--- src/rtl/srs_cfg.svh ---
/*
  Offsets, field positions, reset values and widths of the status reporting block.
  Assumes it is included by the package and the design file by its bare name.
*/
`ifndef SRS_CFG_SVH
`define SRS_CFG_SVH
// ----------------------------------------------------------------
// register byte offsets
// ----------------------------------------------------------------
`define SRS_OFF_OPER_EVT 12'h000
`define SRS_OFF_OPER_COND 12'h004
`define SRS_OFF_OPER_ENA 12'h008
`define SRS_OFF_OPER_PTR 12'h00C
`define SRS_OFF_OPER_NTR 12'h010
`define SRS_OFF_QUES_EVT 12'h020
`define SRS_OFF_QUES_COND 12'h024
`define SRS_OFF_QUES_ENA 12'h028
`define SRS_OFF_QUES_PTR 12'h02C
`define SRS_OFF_QUES_NTR 12'h030
`define SRS_OFF_CTRL 12'h040
`define SRS_OFF_ERRQ 12'h044
`define SRS_OFF_SUMM 12'h048
// ----------------------------------------------------------------
// fields and reset values
// ----------------------------------------------------------------
`define SRS_CTRL_PRESET_BIT 0
`define SRS_CTRL_INSTR_RST_BIT 1
`define SRS_ERRQ_EMPTY_BIT 16
`define SRS_ERRQ_HAS_BIT 17
`define SRS_PTR_PRESET 16'hFFFF
`define SRS_NTR_PRESET 16'h0000
`define SRS_ENA_PRESET 16'h0000
`define SRS_ZERO16 16'h0000
`define SRS_NO_ERROR 16'h0000
`define SRS_RESP_OKAY 2'b00
`define SRS_RESP_SLVERR 2'b10
`endif

--- src/rtl/srs_pkg.sv ---
/*
  Types shared by the status reporting block.
  Assumes srs_cfg.svh is on the include path.
*/
`include "srs_cfg.svh"
package srs_pkg;
    typedef logic [15:0] srs_word_t;
    typedef logic signed [15:0] srs_errnum_t;
    typedef logic [11:0] srs_addr_t;
endpackage : srs_pkg

--- src/rtl/srs_status.sv ---
/*
  Status reporting block: operation and questionable groups, preset, error queue,
  reached over AXI4-Lite.
  Assumes one 100 MHz clock, synchronous active-low reset, live condition inputs
  synchronous to aclk, and a firmware-side error push port.
*/
// Chosen here: the register offsets and the AXI4-Lite slave port.
`timescale 1ns/1ps
`default_nettype none
`include "srs_cfg.svh"
module srs_status #(
    parameter int ERRQ_DEPTH = 8,
    parameter int ERRQ_AW = 3
) (
    // clock, enable and reset
    input wire logic aclk,
    input wire logic aresetn,
    input wire logic clk_en,
    // live condition inputs
    input wire srs_pkg::srs_word_t oper_cond_in,
    input wire srs_pkg::srs_word_t ques_cond_in,
    // error push from the device side
    input wire logic err_push,
    input wire srs_pkg::srs_errnum_t err_num,
    // summary bits toward the status byte
    output logic oper_summary,
    output logic ques_summary,
    output logic errq_full,
    // axi4-lite write address and data
    input wire logic [11:0] s_axi_awaddr,
    input wire logic s_axi_awvalid,
    output logic s_axi_awready,
    input wire logic [31:0] s_axi_wdata,
    input wire logic [3:0] s_axi_wstrb,
    input wire logic s_axi_wvalid,
    output logic s_axi_wready,
    // axi4-lite write response
    output logic [1:0] s_axi_bresp,
    output logic s_axi_bvalid,
    input wire logic s_axi_bready,
    // axi4-lite read
    input wire logic [11:0] s_axi_araddr,
    input wire logic s_axi_arvalid,
    output logic s_axi_arready,
    output logic [31:0] s_axi_rdata,
    output logic [1:0] s_axi_rresp,
    output logic s_axi_rvalid,
    input wire logic s_axi_rready
);
    import srs_pkg::*;

    // ----------------------------------------------------------------
    // write channel capture
    // ----------------------------------------------------------------
    srs_addr_t aw_q;
    logic aw_have_q;
    logic [31:0] w_q;
    logic [3:0] ws_q;
    logic w_have_q;
    logic wr_fire;
    logic wr_ok;
    logic [15:0] wd;

    assign s_axi_awready = clk_en && !aw_have_q && !s_axi_bvalid; // frozen block takes nothing
    assign s_axi_wready = clk_en && !w_have_q && !s_axi_bvalid;
    assign wr_fire = aw_have_q && w_have_q && !s_axi_bvalid;
    // low byte lanes only carry data; upper half of every writable register is reserved
    assign wd = {ws_q[1] ? w_q[15:8] : 8'h00, ws_q[0] ? w_q[7:0] : 8'h00};

    // address and data may arrive in either order
    always_ff @(posedge aclk) begin
        if (!aresetn) begin
            aw_have_q <= 1'b0;
            w_have_q <= 1'b0;
            aw_q <= 12'h000;
            w_q <= 32'h0000_0000;
            ws_q <= 4'h0;
        end else if (clk_en) begin
            if (s_axi_awvalid && s_axi_awready) begin
                aw_have_q <= 1'b1;
                aw_q <= s_axi_awaddr;
            end else if (wr_fire) begin
                aw_have_q <= 1'b0;
            end
            if (s_axi_wvalid && s_axi_wready) begin
                w_have_q <= 1'b1;
                w_q <= s_axi_wdata;
                ws_q <= s_axi_wstrb;
            end else if (wr_fire) begin
                w_have_q <= 1'b0;
            end
        end
    end

    // which writable register the pending write hits
    logic wr_oena, wr_optr, wr_ontr, wr_qena, wr_qptr, wr_qntr, wr_ctrl;
    assign wr_oena = wr_fire && aw_q == `SRS_OFF_OPER_ENA;
    assign wr_optr = wr_fire && aw_q == `SRS_OFF_OPER_PTR;
    assign wr_ontr = wr_fire && aw_q == `SRS_OFF_OPER_NTR;
    assign wr_qena = wr_fire && aw_q == `SRS_OFF_QUES_ENA;
    assign wr_qptr = wr_fire && aw_q == `SRS_OFF_QUES_PTR;
    assign wr_qntr = wr_fire && aw_q == `SRS_OFF_QUES_NTR;
    assign wr_ctrl = wr_fire && aw_q == `SRS_OFF_CTRL;
    assign wr_ok = wr_oena || wr_optr || wr_ontr || wr_qena || wr_qptr || wr_qntr || wr_ctrl;

    // preset command is a self-clearing control bit
    logic preset;
    assign preset = wr_ctrl && ws_q[0] && w_q[`SRS_CTRL_PRESET_BIT];
    // instrument reset bit is accepted and changes no status part

    // write response
    always_ff @(posedge aclk) begin
        if (!aresetn) begin
            s_axi_bvalid <= 1'b0;
            s_axi_bresp <= `SRS_RESP_OKAY;
        end else if (clk_en) begin
            if (wr_fire) begin
                s_axi_bvalid <= 1'b1;
                s_axi_bresp <= wr_ok ? `SRS_RESP_OKAY : `SRS_RESP_SLVERR;
            end else if (s_axi_bready) begin
                s_axi_bvalid <= 1'b0;
            end
        end
    end

    // ----------------------------------------------------------------
    // read decode
    // ----------------------------------------------------------------
    logic rd_fire, rd_oevt, rd_qevt, rd_errq;
    assign s_axi_arready = clk_en && !s_axi_rvalid;
    assign rd_fire = s_axi_arvalid && s_axi_arready;
    assign rd_oevt = rd_fire && s_axi_araddr == `SRS_OFF_OPER_EVT;
    assign rd_qevt = rd_fire && s_axi_araddr == `SRS_OFF_QUES_EVT;
    assign rd_errq = rd_fire && s_axi_araddr == `SRS_OFF_ERRQ;

    // ----------------------------------------------------------------
    // the two status groups
    // ----------------------------------------------------------------
    srs_word_t cond_in [2];
    srs_word_t cond_q [2];
    srs_word_t ptr_q [2];
    srs_word_t ntr_q [2];
    srs_word_t ena_q [2];
    srs_word_t evt_q [2];
    logic sum_q [2];
    logic wr_ena [2];
    logic wr_ptr [2];
    logic wr_ntr [2];
    logic rd_evt [2];
    assign cond_in = '{oper_cond_in, ques_cond_in};
    assign wr_ena = '{wr_oena, wr_qena};
    assign wr_ptr = '{wr_optr, wr_qptr};
    assign wr_ntr = '{wr_ontr, wr_qntr};
    assign rd_evt = '{rd_oevt, rd_qevt};

    for (genvar g = 0; g < 2; g++) begin : g_grp
        srs_word_t edges;
        // rising edges pass the positive filter, falling ones the negative
        assign edges = (cond_in[g] & ~cond_q[g] & ptr_q[g])
                     | (~cond_in[g] & cond_q[g] & ntr_q[g]);

        // previous condition, kept only for edge detection
        always_ff @(posedge aclk) begin
            if (!aresetn) cond_q[g] <= `SRS_ZERO16;
            else if (clk_en) cond_q[g] <= cond_in[g];
        end

        // filters and mask: preset overrides a write in the same cycle
        always_ff @(posedge aclk) begin
            if (!aresetn) begin
                ptr_q[g] <= `SRS_PTR_PRESET;
                ntr_q[g] <= `SRS_NTR_PRESET;
                ena_q[g] <= `SRS_ENA_PRESET;
            end else if (clk_en) begin
                if (preset) begin
                    ptr_q[g] <= `SRS_PTR_PRESET;
                    ntr_q[g] <= `SRS_NTR_PRESET;
                    ena_q[g] <= `SRS_ENA_PRESET;
                end else begin
                    if (wr_ena[g]) ena_q[g] <= wd;
                    if (wr_ptr[g]) ptr_q[g] <= wd;
                    if (wr_ntr[g]) ntr_q[g] <= wd;
                end
            end
        end

        // sticky events; a new edge in the clearing cycle survives the read
        always_ff @(posedge aclk) begin
            if (!aresetn) evt_q[g] <= `SRS_ZERO16;
            else if (clk_en) begin
                if (rd_evt[g]) evt_q[g] <= edges;
                else evt_q[g] <= evt_q[g] | edges;
            end
        end

        // summary registered, one cycle behind event or mask
        always_ff @(posedge aclk) begin
            if (!aresetn) sum_q[g] <= 1'b0;
            else if (clk_en) sum_q[g] <= |(evt_q[g] & ena_q[g]);
        end
    end
    assign oper_summary = sum_q[0];
    assign ques_summary = sum_q[1];

    // ----------------------------------------------------------------
    // error queue
    // ----------------------------------------------------------------
    srs_errnum_t errq_mem [ERRQ_DEPTH];
    logic [ERRQ_AW-1:0] wp_q, rp_q;
    logic [ERRQ_AW:0] cnt_q;
    logic pop, push;
    assign pop = rd_errq && cnt_q != '0;
    // a full queue drops new errors rather than overwrite the oldest
    assign push = err_push && !errq_full;
    assign errq_full = cnt_q == (ERRQ_AW+1)'(ERRQ_DEPTH);

    // fifo pointers and storage, oldest first
    always_ff @(posedge aclk) begin
        if (!aresetn) begin
            wp_q <= '0;
            rp_q <= '0;
            cnt_q <= '0;
        end else if (clk_en) begin
            if (push) wp_q <= (wp_q == ERRQ_AW'(ERRQ_DEPTH-1)) ? '0 : wp_q + 1'b1;
            if (pop) rp_q <= (rp_q == ERRQ_AW'(ERRQ_DEPTH-1)) ? '0 : rp_q + 1'b1;
            if (push && !pop) cnt_q <= cnt_q + 1'b1;
            else if (pop && !push) cnt_q <= cnt_q - 1'b1;
        end
    end

    always_ff @(posedge aclk) begin
        if (clk_en && push) errq_mem[wp_q] <= err_num;
    end
    // ----------------------------------------------------------------
    // read data
    // ----------------------------------------------------------------
    logic [31:0] rd_d;
    logic rd_bad;
    always_comb begin
        rd_d = 32'h0000_0000;
        rd_bad = 1'b0;
        case (s_axi_araddr)
            `SRS_OFF_OPER_EVT: rd_d[15:0] = evt_q[0];
            `SRS_OFF_OPER_COND: rd_d[15:0] = oper_cond_in;
            `SRS_OFF_OPER_ENA: rd_d[15:0] = ena_q[0];
            `SRS_OFF_OPER_PTR: rd_d[15:0] = ptr_q[0];
            `SRS_OFF_OPER_NTR: rd_d[15:0] = ntr_q[0];
            `SRS_OFF_QUES_EVT: rd_d[15:0] = evt_q[1];
            `SRS_OFF_QUES_COND: rd_d[15:0] = ques_cond_in;
            `SRS_OFF_QUES_ENA: rd_d[15:0] = ena_q[1];
            `SRS_OFF_QUES_PTR: rd_d[15:0] = ptr_q[1];
            `SRS_OFF_QUES_NTR: rd_d[15:0] = ntr_q[1];
            `SRS_OFF_CTRL: rd_d = 32'h0000_0000;
            `SRS_OFF_SUMM: rd_d[1:0] = {sum_q[1], sum_q[0]};
            `SRS_OFF_ERRQ: begin
                if (cnt_q == '0) begin
                    rd_d[15:0] = `SRS_NO_ERROR;
                    rd_d[`SRS_ERRQ_EMPTY_BIT] = 1'b1;
                end else begin
                    rd_d[15:0] = errq_mem[rp_q];
                    rd_d[`SRS_ERRQ_HAS_BIT] = cnt_q > (ERRQ_AW+1)'(1);
                end
            end
            default: rd_bad = 1'b1;
        endcase
    end

    always_ff @(posedge aclk) begin
        if (!aresetn) begin
            s_axi_rvalid <= 1'b0;
            s_axi_rdata <= 32'h0000_0000;
            s_axi_rresp <= `SRS_RESP_OKAY;
        end else if (clk_en) begin
            if (rd_fire) begin
                s_axi_rvalid <= 1'b1;
                s_axi_rdata <= rd_d;
                s_axi_rresp <= rd_bad ? `SRS_RESP_SLVERR : `SRS_RESP_OKAY;
            end else if (s_axi_rready) begin
                s_axi_rvalid <= 1'b0;
            end
        end
    end
endmodule : srs_status
`default_nettype wire

--- config.mk ---
export PLATFORM = sky130hd
export DESIGN_NAME = srs_status
export DESIGN_NICKNAME = d
export VERILOG_FILES = /design/src/rtl/srs_pkg.sv /design/src/rtl/srs_status.sv
export VERILOG_INCLUDE_DIRS = /design/src /design/src/rtl
export SDC_FILE = /design/constraint.sdc
export NUM_CORES = 1
export LEC_CHECK = 0
export ABC_AREA = 1
export BUFFER_PORTS_ARGS = -buffer_cell sky130_fd_sc_hd__buf_2
export CORE_MARGIN = 1
export CORE_UTILIZATION = 40
export DETAILED_ROUTE_END_ITERATION = 8
export PLACE_DENSITY_LB_ADDON = 0.1
export SETUP_SLACK_MARGIN = 0.4
export SLEW_MARGIN = 15
export SYNTH_ARGS = -nofsm -noshare
export SYNTH_HDL_FRONTEND = slang
export SYNTH_SLANG_ARGS = --single-unit
--- constraint.sdc ---
create_clock -name aclk -period 2.35 [get_ports aclk]
set_input_delay 0.3525 -clock aclk [delete_from_list [all_inputs] [get_ports aclk]]
set_output_delay 0.3525 -clock aclk [all_outputs]
set_load 0.05 [all_outputs]
==> flow_summary.yaml <==
synth:
  synthTopCellsByArea: "edfxtp_1 53%, dfxtp_1 8.3%, nor2_1 8.2%, nand2_1 7.7%, nand3_1 6.2%"
  synth_most_common_cell: "nor2_1"
  ys.flop_type: "edfxtp_1"
  yosys_warnings: 0
  ys_async_sr_fraction: 0
  yosysTopAreaCell: "edfxtp_1"
  yosysSeqAreaShare: 0.609
  syn_area_um2: 16500
  synth_edf_count: 289
  synth.avg_cell_area_um2: 9.20
  synth.ff_latch_count: 357
  synth_top_cells_by_count: "361 x nor2_1, 339 x nand2_1, 289 x edfxtp_1, 203 x nand3_1, 130 x inv_1"
  netlist_instances: 1791
  synth_top_area_frac: 0.527
  synth.distinct_cells: 38
sta:
  finalClockSkew_ns: 0.0191
  drv_slew: 0
  clock.fmax_mhz: 506
  slew_headroom: 0.449
  worstMarginPinSlew_ns: 0.827
  finalCritPeriodShare: 0.841
  setup_viol: 0
  holdWs_ns: 0.0425
  finalCriticalPeriod_ns: 1.98
  tns_ns: 0
  finalHoldViolCount: 0
  worst_slack_ns: 0.374
  rsz0062_at_grt: "true"
grt:
  grt_usage: 0.241
  grt_pass1_wl_um: 74800
  grt_max_degree: 66
  grt_pass1_vias: 12500
  grt_antenna_before_repair: 0
  overflow: 0
route:
  routed_via_density: 5.25
  firstDrtPassIters: 5
  wl_per_cell_um: 20.2
  routed_wl_um: 51100
  antenna_left: 0
  drtIter0Drc: 1075
  drcViolationCount: 0
  via_count: 13200
power_and_ir_drop:
  leakagePower_nw: 8.04
  pwr_density_cell_nw_per_um2: 716
  fin_total_pwr_mw: 14.4
  peakVddDrop_mv: 0.369
finish:
  fin_util: 0.502
  nFillCells: 3783
  layout.cells.non_filler: 2524
  areaGrowthSynthToFinish_pct: 22.5
  drive_gt1_frac: 0.188
  final_area_um2: 20200
  nets: 2096
  n_antenna_cell: 0
floorplanning:
  ios: 161
  coreArea_um2: 40200
  initial_core_util: 0.410
  rows: 73
  dieArea_um2: 42000
  die-width_um: 205
  die_y_um: 205
worst_setup_path:
  cp.buffers_inverters: 3
  endpoint_kind: "flip-flop"
  required_ns: 2.60
  slowest_delay_ns: 0.35
  critPathLaunchType: "flip-flop"
  slowest_stage: "dfxtp_4"
  crit_chain: "inv_2 -> nor2_4 -> nand2_2 -> nor2_4 -> nand2_2 -> nor4_4 -> buf_4 -> nand4_4 -> nand2_4 -> buf_12"
  criticalPathCategory: "flip-flop to flip-flop"
  cp_top_family: "simple AND/OR/NAND/NOR gates"
  arrival_ns: 2.23
  critPathMaxFanout: 8
clocking:
  clk_latency_ns: 0.56
  clock_sinks: 357
  clockBufferDepth: 3
  cts.htree.levels: 2
  clockRootBuffer: "clkbuf_16"
  cts_buffers: 41
  clkTransAtPathRegs_ns: 0.06
  hold_buffers: 0
  cts_tree: "yes"
placed_design:
  dp_cells: 2427
  dp_slack_ns: 0.0600
  placed_area_um2: 18200
  gp_congestion: 0.899
  io_buffers: 126
  dpl.hpwl_um: 34600
outcome:
  status: "finished, final reports clean"
hold_path:
  hold_class: "input port to flip-flop"
run:
  cap_violations: 0
[cells by family after synthesis]
logic type	after synthesis	share of synthesized area
AOI/OAI and AO/OA	236	0.0773
xor gates and xnor gates	1	0.000532
adders and majority gates	8	0.00608
buffers and inverters	236	0.0644
DFF	357	0.609
other	1	0.000228
and+or+nand+nor	952	0.242
[worst paths after layout]
check	start	end	slack, ns	depth (start not counted)
worst max-delay path	w_have_q	ntr_q[0][9]	0.37	10
worst min register to register	s_axi_rdata[5]	s_axi_rdata[5]	0.46	2
worst max register to register	w_have_q	ntr_q[0][9]	0.37	10
worst min-delay path	s_axi_awaddr[6]	aw_q[6]	0.04	3
[state kept, by name, indices dropped and copies added, names as in the netlist, 12 cells and up, named ones only]
| register | flops |
|---|---|
| s_axi_rdata | 18 |
| w_q | 16 |
| cond_q | 32 |
| errq_mem | 128 |
| ena_q | 32 |
| ntr_q | 32 |
| evt_q | 32 |
| aw_q | 12 |
| ptr_q | 32 |
[layer usage]
| metal | routed length, µm | share of wire | GRT usage |
|---|---|---|---|
| met1 | 23100 | 0.45 | 0.339 |
| met2 | 23500 | 0.46 | 0.379 |
| met3 | 3270 | 0.064 | 0.0393 |
| met4 | 1280 | 0.025 | 0.0810 |
| met5 | 0 | 0 | 0 |
[worst register-to-register path, cell delays in order (launching register included)]
cell     delay, ns
dfxtp_4       0.35
inv_2         0.04
nor2_4        0.10
nand2_2       0.08
nor2_4        0.17
nand2_2       0.10
nor4_4        0.21
buf_4         0.18
nand4_4       0.13
nand2_4       0.15
buf_12        0.16
[where the power goes]
group	internal, mW	leakage (nW)	switching, mW
Combinational	0.331	4.11	0.685
Sequential	7.06	3.30	0.153
Clock	3.73	0.624	2.49
Total	11.1	8.04	3.32
[layout make-up]
cell class / count / area, µm² / share of cell area
flip-flops and latches: 357 / 10100 / 0.498
multi-input cells: 1213 / 5870 / 0.291
clock inverters: 15 / 166 / 0.00824
clock buffers: 56 / 1110 / 0.0551
well taps: 525 / 657 / 0.0325
repair buffers: 218 / 1780 / 0.0880
inverters: 140 / 541 / 0.0268
[cell usage in the layout (no fill, tap or decap), types with 5 or more instances in the layout]
cell type / netlist / layout
nor2_1: 361 / 329
nand2_1: 339 / 322
edfxtp_1: 289 / 289
nand3_1: 203 / 200
buf_2: 27 / 125
inv_1: 130 / 123
o21ai_0: 116 / 113
a21oi_1: 69 / 67
dfxtp_1: 68 / 61
buf_4: 25 / 55
clkbuf_16: 0 / 46
a31oi_1: 33 / 32
nor2_4: 2 / 28
buf_12: 0 / 27
conb_1: 1 / 16
nand2_2: 4 / 15
nor2_2: 7 / 13
nor3b_1: 12 / 12
clkbuf_1: 36 / 12
inv_2: 8 / 10
clkinv_1: 2 / 9
nor3_1: 14 / 8
a221oi_1: 6 / 6
ha_1: 8 / 6
nand2_4: 0 / 5
nand4_1: 5 / 5
dfxtp_4: 0 / 5
buf_6: 5 / 5
[what timing repair did]
action,CTS,global route
pin swaps,6,22
gates cloned,1,5
endpoints found under the setup margin,317,311
buffers inserted,3,17
gates resized for setup,35,72
Note: power is estimated with default switching activity, not from simulation.
